--- config.mk ---
export PLATFORM = sky130hd
export DESIGN_NAME = adc_parallel_port
export DESIGN_NICKNAME = d
export VERILOG_FILES = /design/src/pkg/adc_port_pkg.sv /design/src/pkg/cal_link_if.sv /design/src/logic/cal_sequencer.sv /design/src/logic/adc_parallel_port.sv
export VERILOG_INCLUDE_DIRS = /design/src /design/src/pkg
export SDC_FILE = /design/constraint.sdc
export NUM_CORES = 1
export LEC_CHECK = 0
export BUFFER_PORTS_ARGS = -buffer_cell sky130_fd_sc_hd__buf_4
export CORE_ASPECT_RATIO = 1.4
export CORE_MARGIN = 2
export CORE_UTILIZATION = 45
export DETAILED_ROUTE_END_ITERATION = 16
export GPL_ROUTABILITY_DRIVEN = 0
export GPL_TIMING_DRIVEN = 0
export PLACE_DENSITY = 0.64
export SYNTH_ARGS = -nofsm -noshare
export SYNTH_HDL_FRONTEND = slang
export SYNTH_SLANG_ARGS = --single-unit
export TNS_END_PERCENT = 100
--- constraint.sdc ---
create_clock -name sys_clk_in -period 1.74 [get_ports sys_clk_in]
set_input_delay 0.087 -clock sys_clk_in [delete_from_list [all_inputs] [get_ports sys_clk_in]]
set_output_delay 0.087 -clock sys_clk_in [all_outputs]
set_load 0.1 [all_outputs]
--- src/pkg/adc_port_cfg.svh ---
`ifndef ADC_PORT_CFG_SVH
`define ADC_PORT_CFG_SVH

// write word layout: target register in the top two bits
`define TARGET_HI        15
`define TARGET_LO        14
`define TARGET_TEST      2'h1
`define TARGET_CONTROL   2'h2
// control register fields
`define RDSEL_HI         13
`define RDSEL_LO         12
`define CALTYPE_HI       5
`define CALTYPE_LO       4
`define CAL_START_BIT    3
`define CONVERT_BIT      2
// read selection codes
`define RDSEL_RESULT     2'h0
`define RDSEL_STATUS     2'h1
`define RDSEL_TEST       2'h2
`define RDSEL_CONTROL    2'h3
// reset and recovery values
`define CONTROL_RESET    16'h0000
`define TEST_DEFAULT     16'h0000
`define TEST_RECOVERY    16'h4002
`define WORD_ZERO        16'h0000
`define BYTE_ZERO        8'h00
`define NIBBLE_ZERO      4'h0
`define LINES_ZERO       12'h000

`endif

--- src/pkg/adc_port_pkg.sv ---
package adc_port_pkg;

  // sequencer states, one-hot
  typedef enum logic [6:0] {
    ST_IDLE        = 7'h01,
    ST_CONV        = 7'h02,
    ST_CAL_DAC     = 7'h04,
    ST_CAL_GAIN    = 7'h08,
    ST_HOLD_OFFSET = 7'h10,
    ST_CAL_OFFSET  = 7'h20,
    ST_CAL_SINGLE  = 7'h40
  } seq_state_t;

  // calibration type field of the control register
  typedef enum logic [1:0] {
    CAL_FULL     = 2'h0,
    CAL_GAIN_OFF = 2'h1,
    CAL_OFFSET   = 2'h2,
    CAL_GAIN     = 2'h3
  } cal_type_t;

  // phase handed to the converter core
  typedef enum logic [1:0] {
    PHASE_DAC    = 2'h0,
    PHASE_GAIN   = 2'h1,
    PHASE_OFFSET = 2'h2,
    PHASE_NONE   = 2'h3
  } cal_phase_t;

endpackage

--- src/pkg/cal_link_if.sv ---
`timescale 1ns/1ps
interface cal_link_if;
  import adc_port_pkg::*;

  logic       ctl_write;     // one-cycle pulse: control word committed
  logic       cal_start;     // start bit of that word
  cal_type_t  cal_type;
  logic       convert;       // convert bit of that word
  logic       trigger_fall;  // one-cycle pulse: convert trigger edge
  logic       core_done;     // one-cycle pulse from converter core
  logic       result_load;   // one-cycle pulse: latch conversion result
  logic       busy_state;    // level: sequencer is busy
  seq_state_t state;

  modport port (output ctl_write, output cal_start, output cal_type, output convert,
                output trigger_fall, output core_done,
                input result_load, input busy_state, input state);
  modport seq  (input ctl_write, input cal_start, input cal_type, input convert,
                input trigger_fall, input core_done,
                output result_load, output busy_state, output state);
endinterface

--- src/logic/cal_sequencer.sv ---
`timescale 1ns/1ps
`include "adc_port_cfg.svh"
module cal_sequencer
  import adc_port_pkg::*;
(
  // clock and reset
  input  wire logic       sys_clk_in,
  input  wire logic       rst_n_in,
  // link to the parallel port
  cal_link_if.seq         link,
  // converter core controls
  output logic            conv_start_out,
  output logic            cal_start_out,
  output cal_phase_t      cal_phase_out
);

  seq_state_t state;
  logic       offset_go;

  // a convert bit write or a trigger edge both release the offset phase
  assign offset_go = (link.ctl_write && link.convert) || link.trigger_fall;

  // state walk; triggers only matter in idle or hold, so busy gates them
  always_ff @(posedge sys_clk_in)
  begin
    if (!rst_n_in)
    begin
      state          <= ST_IDLE;
      conv_start_out <= 1'b0;
      cal_start_out  <= 1'b0;
      cal_phase_out  <= PHASE_NONE;
      link.result_load <= 1'b0;
    end
    else
    begin
      conv_start_out   <= 1'b0;
      cal_start_out    <= 1'b0;
      link.result_load <= 1'b0;
      unique case (state)
        ST_IDLE:
        begin
          if (link.ctl_write && link.cal_start)
          begin
            cal_start_out <= 1'b1;
            unique case (link.cal_type)
              CAL_FULL:
              begin
                state         <= ST_CAL_DAC;
                cal_phase_out <= PHASE_DAC;
              end
              CAL_GAIN_OFF:
              begin
                state         <= ST_CAL_GAIN;
                cal_phase_out <= PHASE_GAIN;
              end
              CAL_OFFSET:
              begin
                state         <= ST_CAL_SINGLE;
                cal_phase_out <= PHASE_OFFSET;
              end
              CAL_GAIN:
              begin
                state         <= ST_CAL_SINGLE;
                cal_phase_out <= PHASE_GAIN;
              end
            endcase
          end
          else if (offset_go)
          begin
            state          <= ST_CONV;
            conv_start_out <= 1'b1;
          end
        end
        ST_CONV:
          if (link.core_done)
          begin
            state            <= ST_IDLE;
            link.result_load <= 1'b1;
          end
        ST_CAL_DAC:
          if (link.core_done)
          begin
            state         <= ST_CAL_GAIN;
            cal_start_out <= 1'b1;
            cal_phase_out <= PHASE_GAIN;
          end
        ST_CAL_GAIN:
          if (link.core_done)
            state <= ST_HOLD_OFFSET;
        ST_HOLD_OFFSET:
          if (offset_go)
          begin
            state         <= ST_CAL_OFFSET;
            cal_start_out <= 1'b1;
            cal_phase_out <= PHASE_OFFSET;
          end
        ST_CAL_OFFSET,
        ST_CAL_SINGLE:
          if (link.core_done)
          begin
            state         <= ST_IDLE;
            cal_phase_out <= PHASE_NONE;
          end
      endcase
    end
  end

  // busy everywhere except idle and the pause before the offset phase
  assign link.busy_state = !(state == ST_IDLE || state == ST_HOLD_OFFSET);
  assign link.state      = state;

endmodule

--- src/logic/adc_parallel_port.sv ---
`timescale 1ns/1ps
`include "adc_port_cfg.svh"
module adc_parallel_port
  import adc_port_pkg::*;
(
  // clock and reset
  input  wire logic        sys_clk_in,
  input  wire logic        rst_n_in,
  // host strobes and select
  input  wire logic        chip_select_n_in,
  input  wire logic        read_strobe_n_in,
  input  wire logic        write_strobe_n_in,
  input  wire logic        byte_select_in,
  input  wire logic        convert_trigger_n_in,
  // host data lines, split into in, out and enable
  input  wire logic [11:0] data_in,
  output logic      [11:0] data_out,
  output logic             data_oe_out,
  // conversion status
  output logic             busy_out,
  // converter core
  input  wire logic        core_done_in,
  input  wire logic [11:0] conv_result_in,
  output logic             conv_start_out,
  output logic             cal_start_out,
  output cal_phase_t       cal_phase_out
);

  // picks the part of a word that one access shows on the twelve lines
  function automatic logic [11:0] read_part(input logic [15:0] word, input logic hi);
    logic [11:0] part;
    part = hi ? {`NIBBLE_ZERO, word[15:8]} : word[11:0];
    return part;
  endfunction

  // tells whether a committed word is aimed at the given register
  function automatic logic aims_at(input logic [15:0] word, input logic [1:0] target);
    logic hit;
    hit = (word[`TARGET_HI:`TARGET_LO] == target);
    return hit;
  endfunction

  cal_link_if link ();

  // strobe windows
  logic        wr_window;
  logic        rd_window;
  logic        wr_window_q;
  logic        wr_end;
  // write assembly
  logic [7:0]  wr_byte_q;
  logic        wr_hi_q;
  logic [7:0]  low_hold;
  logic        low_valid;
  logic        commit;
  logic [15:0] commit_word;
  logic        ctl_hit;
  logic        test_hit;
  // registers
  logic [15:0] control_reg;
  logic [15:0] test_reg;
  logic [15:0] result_reg;
  logic [15:0] status_word;
  logic [15:0] read_word;
  // trigger edge and busy pipeline
  logic        trigger_q;
  logic        busy_q1;
  logic        busy_q2;

  // strobes are gated with chip select, so either may frame the access
  assign wr_window = !chip_select_n_in && !write_strobe_n_in;
  assign rd_window = !chip_select_n_in && !read_strobe_n_in;
  assign wr_end    = wr_window_q && !wr_window;

  // target decode of the word committed this cycle
  assign ctl_hit  = commit && aims_at(commit_word, `TARGET_CONTROL);
  assign test_hit = commit && aims_at(commit_word, `TARGET_TEST);

  // sample data and select every cycle of the write window; the last sample
  // before the strobe rises is what counts, like a rising-edge latch
  always_ff @(posedge sys_clk_in)
  begin
    if (!rst_n_in)
    begin
      wr_window_q <= 1'b0;
      wr_byte_q   <= `BYTE_ZERO;
      wr_hi_q     <= 1'b0;
    end
    else
    begin
      wr_window_q <= wr_window;
      if (wr_window)
      begin
        wr_byte_q <= data_in[7:0];
        wr_hi_q   <= byte_select_in;
      end
    end
  end

  // byte pairing: low byte waits, high byte completes the word
  always_ff @(posedge sys_clk_in)
  begin
    if (!rst_n_in)
    begin
      low_hold    <= `BYTE_ZERO;
      low_valid   <= 1'b0;
      commit      <= 1'b0;
      commit_word <= `WORD_ZERO;
    end
    else
    begin
      commit <= 1'b0;
      if (wr_end)
      begin
        if (!wr_hi_q)
        begin
          low_hold  <= wr_byte_q;
          low_valid <= 1'b1;
        end
        else
        begin
          commit      <= 1'b1;
          commit_word <= {wr_byte_q, low_hold};
          low_valid   <= 1'b0;
        end
      end
    end
  end

  // control register: written at any time, even mid-conversion
  always_ff @(posedge sys_clk_in)
  begin
    if (!rst_n_in)
      control_reg <= `CONTROL_RESET;
    else if (ctl_hit)
      control_reg <= commit_word;
  end

  // test register: stray writes land here; the recovery word puts it back
  always_ff @(posedge sys_clk_in)
  begin
    if (!rst_n_in)
      test_reg <= `TEST_DEFAULT;
    else if (test_hit)
    begin
      if (commit_word == `TEST_RECOVERY)
        test_reg <= `TEST_DEFAULT;
      else
        test_reg <= commit_word;
    end
  end

  // control command pulse toward the sequencer, one cycle after commit
  always_ff @(posedge sys_clk_in)
  begin
    if (!rst_n_in)
    begin
      link.ctl_write <= 1'b0;
      link.cal_start <= 1'b0;
      link.cal_type  <= CAL_FULL;
      link.convert   <= 1'b0;
    end
    else
    begin
      link.ctl_write <= ctl_hit;
      link.cal_start <= commit_word[`CAL_START_BIT];
      link.cal_type  <= cal_type_t'(commit_word[`CALTYPE_HI:`CALTYPE_LO]);
      link.convert   <= commit_word[`CONVERT_BIT];
    end
  end

  // trigger edge; the sequencer only looks at it when not busy
  always_ff @(posedge sys_clk_in)
  begin
    if (!rst_n_in)
    begin
      trigger_q         <= 1'b1;
      link.trigger_fall <= 1'b0;
    end
    else
    begin
      trigger_q         <= convert_trigger_n_in;
      link.trigger_fall <= trigger_q && !convert_trigger_n_in;
    end
  end

  assign link.core_done = core_done_in;

  // conversion result, zero above the twelve result bits
  always_ff @(posedge sys_clk_in)
  begin
    if (!rst_n_in)
      result_reg <= `WORD_ZERO;
    else if (link.result_load)
      result_reg <= {`NIBBLE_ZERO, conv_result_in};
  end

  // busy lags the sequencer by three edges: the result takes two edges to
  // reach the lines, so with strobes tied low it leads the busy fall by one
  always_ff @(posedge sys_clk_in)
  begin
    if (!rst_n_in)
    begin
      busy_q1  <= 1'b0;
      busy_q2  <= 1'b0;
      busy_out <= 1'b0;
    end
    else
    begin
      busy_q1  <= link.busy_state;
      busy_q2  <= busy_q1;
      busy_out <= busy_q2;
    end
  end

  // status readback: busy, state, and whether a low byte is pending
  assign status_word = {busy_q1, low_valid, `NIBBLE_ZERO, 3'h0, link.state};

  // read source chosen by the control register
  always_comb
  begin
    unique case (control_reg[`RDSEL_HI:`RDSEL_LO])
      `RDSEL_RESULT:  read_word = result_reg;
      `RDSEL_STATUS:  read_word = status_word;
      `RDSEL_TEST:    read_word = test_reg;
      `RDSEL_CONTROL: read_word = control_reg;
    endcase
  end

  // lines follow the selected part every cycle, independent of busy, so a
  // tied-low host sees each new result without any extra strobe
  always_ff @(posedge sys_clk_in)
  begin
    if (!rst_n_in)
      data_out <= `LINES_ZERO;
    else
      data_out <= read_part(read_word, byte_select_in);
  end

  // the enable releases one cycle after the strobe or select rises
  always_ff @(posedge sys_clk_in)
  begin
    if (!rst_n_in)
      data_oe_out <= 1'b0;
    else
      data_oe_out <= rd_window;
  end

  cal_sequencer cal_sequencer_i (
    .sys_clk_in     (sys_clk_in),
    .rst_n_in       (rst_n_in),
    .link           (link.seq),
    .conv_start_out (conv_start_out),
    .cal_start_out  (cal_start_out),
    .cal_phase_out  (cal_phase_out)
  );

endmodule

==> flow_summary.toml, run 1 <==
[grt]
use_met3_pct = 6.23
grt_use_met2_pct = 38.7
grt_first_pass_wirelength_um = 19000
grt_antenna_before_repair = 0
grt_pass1_vias = 3884
track_usage_pct = 23.0
gr-max-usage-layer = "met2"
grtUsageMet1_pct = 26.4
gr-total-overflow = 0
grt_start_max_net_pins = 17

[drt]
vias = 4121
dr.pass1.iters = 7
wl_per_cell_um = 15.8
drt_iter0_drc = 237
drc = 0
vias_per_cell = 5.30
routed_wl_um = 12300
ant_nets = 0

[clock_tree]
cts_buffer_depth = 2
clk_pin_slew_worst_paths_ns = 0.05
cts_tree = "done"
clk_latency_ns = 0.41
cts_root_buf = "clkbuf_16"
h-tree-depth = 4
numCtsBuffers = 17
cts.sinks = 115

[run]
maxCapViolCount = 0

[logic_synthesis]
ys.flop_type = "dfxtp_1"
yosysWarnings = 0
yosys_register_bits = 115
synth.distinct_cells = 49
syn_avg_cell_area_sq_um = 8.72
synth-async-reset-ratio_pct = 0
synth_cells = 529
synth_edf_count = 0
synth-seq-area-share_pct = 49.9
synth.net_count = 561
syn_area_sq_um = 4610

[floorplanning]
core_area_sq_um = 9950
die_area_sq_um = 11100
std_cell_rows = 43
die_w_um = 89.6
initial_core_util_pct = 46.4
io-pin-count = 50
die-height_um = 124

[power]
p_int_w = 0.00552
seqPwrFrac_pct = 37.2
pwr-share-clk_pct = 43.3
swShare_pct = 28.6
power_density_nw_per_um2 = 1240
p_switching_w = 0.00221
ir_drop_v = 0.000687
p_leak_nw = 2.35
pwr-share-comb_pct = 19.6

[sta]
finalHoldViolations = 0
fmax_ghz = 0.557
rsz0062_at_grt = "true"
relSlewSlack_pct = 52.9
setup_violations = 4
skew_ns = 0.00557
tightest_slew_ns = 0.706
final.setup.tns_ns = -0.0820
slew_violations = 0
setup_ws_ns = -0.0538
fin_crit_sh_pct = 103
period_minus_slack_ns = 1.79

[critical_path]
crit_family = "simple AND/OR/NAND/NOR gates"
crit_type = "reg -> reg"
cp_max_fo = 10
start_kind = "flip-flop"
slowest_delay_ns = 0.55
end_kind = "flip-flop"
cp.arrival_ns = 2.12
cpMaxStageDelayCell = "or4_4"
path_buf_inv = 1
critPathRequiredTime_ns = 2.07
path_cells = "buf_4, nand2b_1, o22ai_1, and2_4, or4_4, a21oi_2"

[cells_and_area]
postLayoutCoreUtil_pct = 62.8
nets = 662
diodes = 0
layout_common_cells = "nand2_1 (109), dfxtp_1 (109), a21oi_1 (64)"
layout-drive-gt1-share_pct = 21.9
synthToLayoutAreaGrowth_pct = 35.4

[run_status]
violations = "negative setup slack"
status = "finished with violations"

[placed_design]
portBuffers = 45
dpl.hpwl_um = 8250

[hold_path]
worst_hold_path_type = "in -> reg"
worst min-delay path: cells and delay by family:
| family | cells | cell delay, ns |
|---|---|---|
| buffers and inverters | 1 | 0.08 |
| AOI/OAI and AO/OA | 1 | 0.05 |
| and+or+nand+nor | 2 | 0.22 |
per-layer routing:
layer,vias to the layer above,share of wire [%],wire length [um]
met4,0,3.9,481
met3,45,5.4,663
met5,-,0,0
li1,2024,-,-
met1,1878,41,5030
met2,174,50,6100
cells by family after synthesis:
kind of cell,after synthesis,synth area share (%)
multiplexers,39,10.4
buffers and inverters,43,3.85
AO/OA/AOI/OAI,104,12.9
AND/OR/NAND/NOR,225,22.4
XOR/XNOR,3,0.570
flip-flops,115,49.9
cells in the mapped netlist, types with 2 or more instances:
library cell | instances | area share (%)
nand3b_1 | 2 | 0.33
or3_1 | 4 | 0.54
a211o_1 | 2 | 0.38
nand2b_1 | 7 | 0.95
a21oi_1 | 66 | 7.2
xnor2_1 | 2 | 0.38
o21a_1 | 3 | 0.49
a21o_1 | 2 | 0.33
or4_1 | 3 | 0.49
a22oi_1 | 5 | 0.81
nand3_1 | 9 | 0.98
inv_1 | 6 | 0.49
or2_2 | 2 | 0.27
nand4_1 | 2 | 0.27
o21ai_0 | 11 | 1.2
a211oi_1 | 3 | 0.49
clkbuf_1 | 27 | 2.2
nor2_1 | 49 | 4.0
o211ai_1 | 2 | 0.33
buf_1 | 4 | 0.33
nor3_1 | 10 | 1.1
nand2_1 | 109 | 8.9
dfxtp_1 | 115 | 50
mux4_2 | 7 | 3.4
and2_1 | 11 | 1.5
a31oi_1 | 4 | 0.54
and3_1 | 3 | 0.41
nor4b_1 | 5 | 0.95
buf_2 | 4 | 0.43
mux2i_1 | 31 | 6.7
metrics by stage:
stage | setup slack, ns | hold slack [ns] | power (W) | cell area (sq um) | cells
CTS | -0.00914 | 0.0700 | 0.00756 | 6100 | 772
global placement | -0.264 | 0.245 | 0.00399 | 5120 | 709
floorplan | 0.0115 | 0.158 | 0.00371 | 4610 | 529
finish | -0.0538 | 0.0789 | 0.00774 | 6250 | 778
global route | -0.0986 | 0.117 | 0.00800 | 6250 | 778
detailed placement | -0.314 | 0.248 | 0.00400 | 5120 | 709
power by group through the flow:
stage / Clock, W / Sequential (W) / Combinational [W]
detailed placement: 0 / 0.00289 / 0.00111
finish: 0.00335 / 0.00287 / 0.00151
global placement: 0 / 0.00288 / 0.00111
CTS: 0.00339 / 0.00285 / 0.00132
global route: 0.00351 / 0.00289 / 0.00160
floorplan: 0 / 0.00312 / 0.000593
path summary, 6_finish.rpt:
kind / cells past startpoint / slack [ns] / endpoint / startpoint
max: 6 / -0.05 / cal_sequencer_i.link.state[4] / cal_sequencer_i.link.state[4]
min: 4 / 0.08 / wr_byte_q[3] / write_strobe_n_in
max reg2reg: 6 / -0.05 / cal_sequencer_i.link.state[4] / cal_sequencer_i.link.state[4]
min reg2reg: 2 / 0.41 / link.trigger_fall / trigger_q
final cells by class:
type	instances	area, sq um
Buffer	34	178
Inverter	6	22.5
Clock buffer	19	443
Clock inverter	13	134
Multi-Input combinational cell	371	2280
Timing Repair Buffer	85	704
Sequential cell	115	2310
Fill cell	832	3710
Tap cell	135	169
what timing repair did:
| action | 4_1_cts | 5_1_grt |
|---|---|---|
| setup endpoints to repair | 22 | 21 |
| hold endpoints to repair | 26 | 0 |
| pin swaps | 8 | 5 |
| cloned | 0 | 1 |
| gates resized for setup | 26 | 25 |
| hold buffers | 25 | 0 |
| buffers inserted | 8 | 6 |
No activity file was read; power rests on OpenSTA's default activity.
==> run 2, diff against run 1 <==
Settings changed: ABC_AREA from default to 1, CTS_BUF_LIST from default to sky130_fd_sc_hd__clkbuf_8.
==> flow_summary.toml, run 2 <==
[run_status]
status = "completed"

[logic_synthesis]
synth_edf_count = 0
syn_area_sq_um = 4560
synth.net_count = 629
syn_avg_cell_area_sq_um = 7.64
synth_most_common_cell = "dfxtp_1"
synth.distinct_cells = 33
synth-simple-area-share_pct = 25.7
synth.area.top_cells = "dfxtp_1 (51%), nand2_1 (8.9%), o21ai_0 (6.0%), nor2_1 (5.9%), a21oi_1 (5.5%)"
yosys_register_bits = 115
synthDominantCellAreaShare_pct = 50.5
synthMuxAreaShare_pct = 0
synth_top_family_by_area = "simple AND/OR/NAND/NOR gates"
synth_compound_area_share_pct = 15.5
ys.flop_type = "dfxtp_1"
yosysWarnings = 0
synth-seq-area-share_pct = 50.5
synth_common_cells = "dfxtp_1 (115), nand2_1 (108), nor2_1 (72)"
synthAdderAreaFrac_pct = 0
synth_xor_area_share_pct = 0
synth_cells = 597
synth-async-reset-ratio_pct = 0
synth_top_area_cell = "dfxtp_1"

[critical_path]
crit_start = "cal_sequencer_i.link.state[5]"
crit_type = "reg -> reg"
start_kind = "flip-flop"
end_kind = "flip-flop"
rrSetupSlack_ns = 0.22
r2r_start = "cal_sequencer_i.link.state[5]"
critPathRequiredTime_ns = 2.03
cp_max_fo = 5
cp.arrival_ns = 1.81

[placed_design]
dp.cells = 776
portBuffers = 44
placed_area_sq_um = 5060
dpl.hpwl_um = 8510

[clock_tree]
ctsResizeCount = 0
cts_buffer_depth = 2
post_cts_buffers = 0
cts.sinks = 115
numCtsBuffers = 17
clk_pin_slew_worst_paths_ns = 0.07
cts_tree = "done"
hold_buffers = 24
h-tree-depth = 4
clk_latency_ns = 0.44
cts_root_buf = "clkbuf_8"

[floorplanning]
die-height_um = 123
die_w_um = 89.1
die_area_sq_um = 11000
std_cell_rows = 43
core_area_sq_um = 9900
io-pin-count = 50
initial_core_util_pct = 46.0

[sta]
fmax_ghz = 0.659
skew_ns = 0.0115
slew_violations = 0
tightest_slew_ns = 0.631
final.setup.tns_ns = 0
hold_ws_ns = 0.0224
period_minus_slack_ns = 1.52
rsz0062_at_grt = "false"
fin_crit_sh_pct = 87.2
setup_violations = 0
relSlewSlack_pct = 58.0
finalHoldViolations = 0

[cells_and_area]
instances_no_fill = 832
n_fill_cell = 940
nets = 716
layout_common_cells = "dfxtp_1 (115), nand2_1 (108), nor2_1 (72)"
synthToLayoutAreaGrowth_pct = 25.1
fin_area_sq_um = 5700
diodes = 0
layout_commonest_cell = "dfxtp_1"
layout-drive-gt1-share_pct = 18.1

[drt]
routed_wl_um = 11500
wl_per_cell_um = 13.8
dr.pass1.iters = 5
ant_nets = 0
drc = 0
drt_iter0_drc = 248
vias = 4108
vias_per_cell = 4.94

[grt]
track_usage_pct = 22.6
gr-total-overflow = 0
grt_pass1_vias = 4013
grt_start_max_net_pins = 17
grt_antenna_before_repair = 0
grt_first_pass_wirelength_um = 18600

[hold_path]
hold_start = "write_strobe_n_in"
worst_hold_path_type = "in -> reg"

[power]
power_density_nw_per_um2 = 1240
ir_drop_v = 0.000466
p_leak_nw = 2.51
power.total_w = 0.00709

[run]
maxCapViolCount = 0
run 2: path summary, 6_finish.rpt:
path              cells after the start                          endpoint
hold reg to reg                       2                          busy_out
setup / recovery                      8  cal_sequencer_i.cal_phase_out[1]
setup reg to reg                      8  cal_sequencer_i.cal_phase_out[1]
hold / removal                        3                           wr_hi_q
run 2: layer usage:
metal | share of wire, % | wire [um] | vias to the layer above | track usage, %
met5 | 0 | 0 | - | 0
met4 | 3.4 | 389 | 0 | 11.4
met3 | 4.5 | 517 | 27 | 6.28
met2 | 51 | 5910 | 114 | 38.9
met1 | 41 | 4700 | 1851 | 25.1
li1 | - | - | 2116 | -
run 2: final cells by class:
class	count	area, sq um	share of cell area [%]
sequential	115	2300	40.4
clock buffer	19	262	4.59
inverter	72	272	4.76
buffer	24	105	1.84
timing repair buffer	68	571	10.0
clock inverter	13	144	2.52
tap	135	169	2.96
multi-input combinational	386	1880	33.0
run 2: cell families (layout without fill, tap and decap cells):
| kind of cell | count (synthesis) | after routing |
|---|---|---|
| flip-flops | 115 | 115 |
| AND/OR/NAND/NOR | 256 | 256 |
| AO/OA/AOI/OAI | 130 | 130 |
| buffers and inverters | 96 | 196 |
run 2: power by group:
part | internal, W | switching (W) | leakage (nW)
clock | 0.00146 | 0.00105 | 0.216
sequential | 0.00281 | 0.000159 | 0.932
combinational | 0.000506 | 0.00111 | 1.36
total | 0.00478 | 0.00231 | 2.51
run 2: stage by stage:
stage / worst slack, ns / utilization (%)
detailed placement: 0.255 / 51.1
CTS: 0.234 / 57.6
global route: 0.0739 / 57.6
floorplan: 0.485 / -
finish: 0.222 / 57.6
global placement: 0.250 / 51.1
run 2: critical path, stage by stage (launching register included):
cell and delay (ns):
dfxtp_1 0.39, nor2_2 0.22, nand2_1 0.10, nor2_1 0.21
inv_1 0.13, nand3_1 0.09, nand3_1 0.06, nand3_1 0.09
nand3_1 0.08
==> run 3, diff against run 2 <==
==> constraint.sdc (replaced) <==
create_clock -name sys_clk_in -period 1.74 [get_ports sys_clk_in]
set_input_delay 0.348 -clock sys_clk_in [delete_from_list [all_inputs] [get_ports sys_clk_in]]
set_output_delay 0.348 -clock sys_clk_in [all_outputs]
set_load 0.1 [all_outputs]
==> flow_summary.toml, run 3 (synthesis gave the netlist of run 2 again) <==
[floorplanning]
core_area_sq_um = 9900
die_area_sq_um = 11000
die_w_um = 89.1
io-pin-count = 50
die-height_um = 123
initial_core_util_pct = 46.0
std_cell_rows = 43

[critical_path]
cp.arrival_ns = 1.81
slowest_delay_ns = 0.39
crit_path_frequent_cell = "nand3_1"
r2r_start = "cal_sequencer_i.link.state[5]"
rrSetupSlack_ns = 0.22
cp_max_fo = 5
r2r-end = "cal_sequencer_i.cal_phase_out[1]"
path_buf_inv = 1
cpMaxStageDelayCell = "dfxtp_1"
crit_family = "simple AND/OR/NAND/NOR gates"
start_kind = "flip-flop"
path_cells = "nor2_2, nand2_1, nor2_1, inv_1, nand3_1, nand3_1, nand3_1, nand3_1"
end_kind = "flip-flop"
crit_type = "reg -> reg"
critPathRequiredTime_ns = 2.03
reg2reg_depth = 8

[cells_and_area]
multi_input_area_sq_um = 1880
nets = 692
postLayoutCoreUtil_pct = 55.2
n_fill_cell = 966
instances_no_fill = 808
diodes = 0
layout_common_cells = "dfxtp_1 (115), nand2_1 (108), nor2_1 (72)"
seq_area_sq_um = 2300
layout-drive-gt1-share_pct = 18.7
synthToLayoutAreaGrowth_pct = 19.8
layout_commonest_cell = "dfxtp_1"

[sta]
period_minus_slack_ns = 1.52
final.setup.tns_ns = 0
hold_ws_ns = 0.0673
relSlewSlack_pct = 56.1
skew_ns = 0.0111
fin_crit_sh_pct = 87.3
fmax_ghz = 0.658
setup_ws_ns = 0.221
rsz0062_at_grt = "false"
slew_violations = 0
setup_violations = 0
tightest_slew_ns = 0.659
finalHoldViolations = 0

[hold_path]
min_to = "data_oe_out"
hold_start = "read_strobe_n_in"
worstHoldPathCells = 2
worst_hold_path_type = "in -> reg"

[clock_tree]
post_cts_buffers = 0
cts_root_buf = "clkbuf_8"
h-tree-depth = 4
numCtsBuffers = 17
clk_pin_slew_worst_paths_ns = 0.07
ctsResizeCount = 0
cts_buffer_depth = 2
clk_latency_ns = 0.44
cts_tree = "done"
cts.sinks = 115
hold_buffers = 0

[drt]
wl_per_cell_um = 13.9
vias_per_cell = 4.99
vias = 4032
routed_wl_um = 11200
drc = 0
ant_nets = 0
drt_iter0_drc = 219
dr.pass1.iters = 5

[power]
pwr-share-comb_pct = 22.3
seqPwrFrac_pct = 42.1
ir_drop_v = 0.000466
p_switching_w = 0.00230
power_density_nw_per_um2 = 1290
p_int_w = 0.00474
pwr-share-clk_pct = 35.7
swShare_pct = 32.7
p_leak_nw = 2.41

[grt]
track_usage_pct = 22.1
grt_first_pass_wirelength_um = 18100
grt_pass1_vias = 3872
grt_antenna_before_repair = 0
gr-total-overflow = 0
grt_start_max_net_pins = 17

[placed_design]
dpl.hpwl_um = 8510
portBuffers = 44
place_ws_ns = 0.000109
dp.cells = 776

[run_status]
status = "completed"

[run]
maxCapViolCount = 0
-- run 3: cell count changes in the layout (fill, tap and decap cells not counted), sizes merged --
cell,change
dlygate4sd3,-24
-- run 3: cell type report --
cell class / count / share of cell area [%]
buffer: 24 / 1.92
clock buffer: 19 / 4.79
clock inverter: 13 / 2.63
inverter: 72 / 4.97
multi-input combinational: 386 / 34.4
sequential: 115 / 42.1
tap: 135 / 3.09
timing repair buffer: 44 / 6.05
-- run 3: how the worst max path moves through the flow --
stage,end,slack [ns],from,depth (start not counted)
floorplan,cal_phase_out[0],0.47,cal_sequencer_i.cal_phase_out[0],0
global placement,link.ctl_write,-0.01,rst_n_in,5
detailed placement,link.ctl_write,0.0001,rst_n_in,5
CTS,cal_sequencer_i.cal_phase_out[1],0.23,cal_sequencer_i.link.state[5],8
global route,cal_sequencer_i.cal_phase_out[1],0.07,cal_sequencer_i.link.state[5],8
finish,cal_sequencer_i.cal_phase_out[1],0.22,cal_sequencer_i.link.state[5],8
-- run 3: worst reg2reg max path, cell delays in order, from the launching register on --
cell and delay (ns):
dfxtp_1 0.39, nor2_2 0.22, nand2_1 0.10, nor2_1 0.22, inv_1 0.13, nand3_1 0.09, nand3_1 0.06, nand3_1 0.09
nand3_1 0.08
-- run 3: power groups by stage --
stage | sequential (W) | clock, W | combinational, W
after floorplan | 0.00325 | 0 | 0.000969
after global placement | 0.00302 | 0 | 0.00154
after detailed placement | 0.00302 | 0 | 0.00157
after CTS | 0.00296 | 0.00254 | 0.00158
after global routing | 0.00299 | 0.00266 | 0.00173
final | 0.00296 | 0.00251 | 0.00157
-- run 3: routing by layer --
metal / global-route usage, % / up-vias / wire (um)
met5: 0 / - / 0
met4: 11.4 / 0 / 364
met3: 6.28 / 22 / 454
met2: 37.1 / 105 / 5680
met1: 25.1 / 1834 / 4740
li1: - / 2071 / -
-- run 3: metrics by stage --
stage	total power (W)	cell area (sq um)
after global routing	0.00738	5460
after global placement	0.00455	5060
after detailed placement	0.00459	5060
final	0.00705	5460
after floorplan	0.00422	4560
after CTS	0.00708	5460
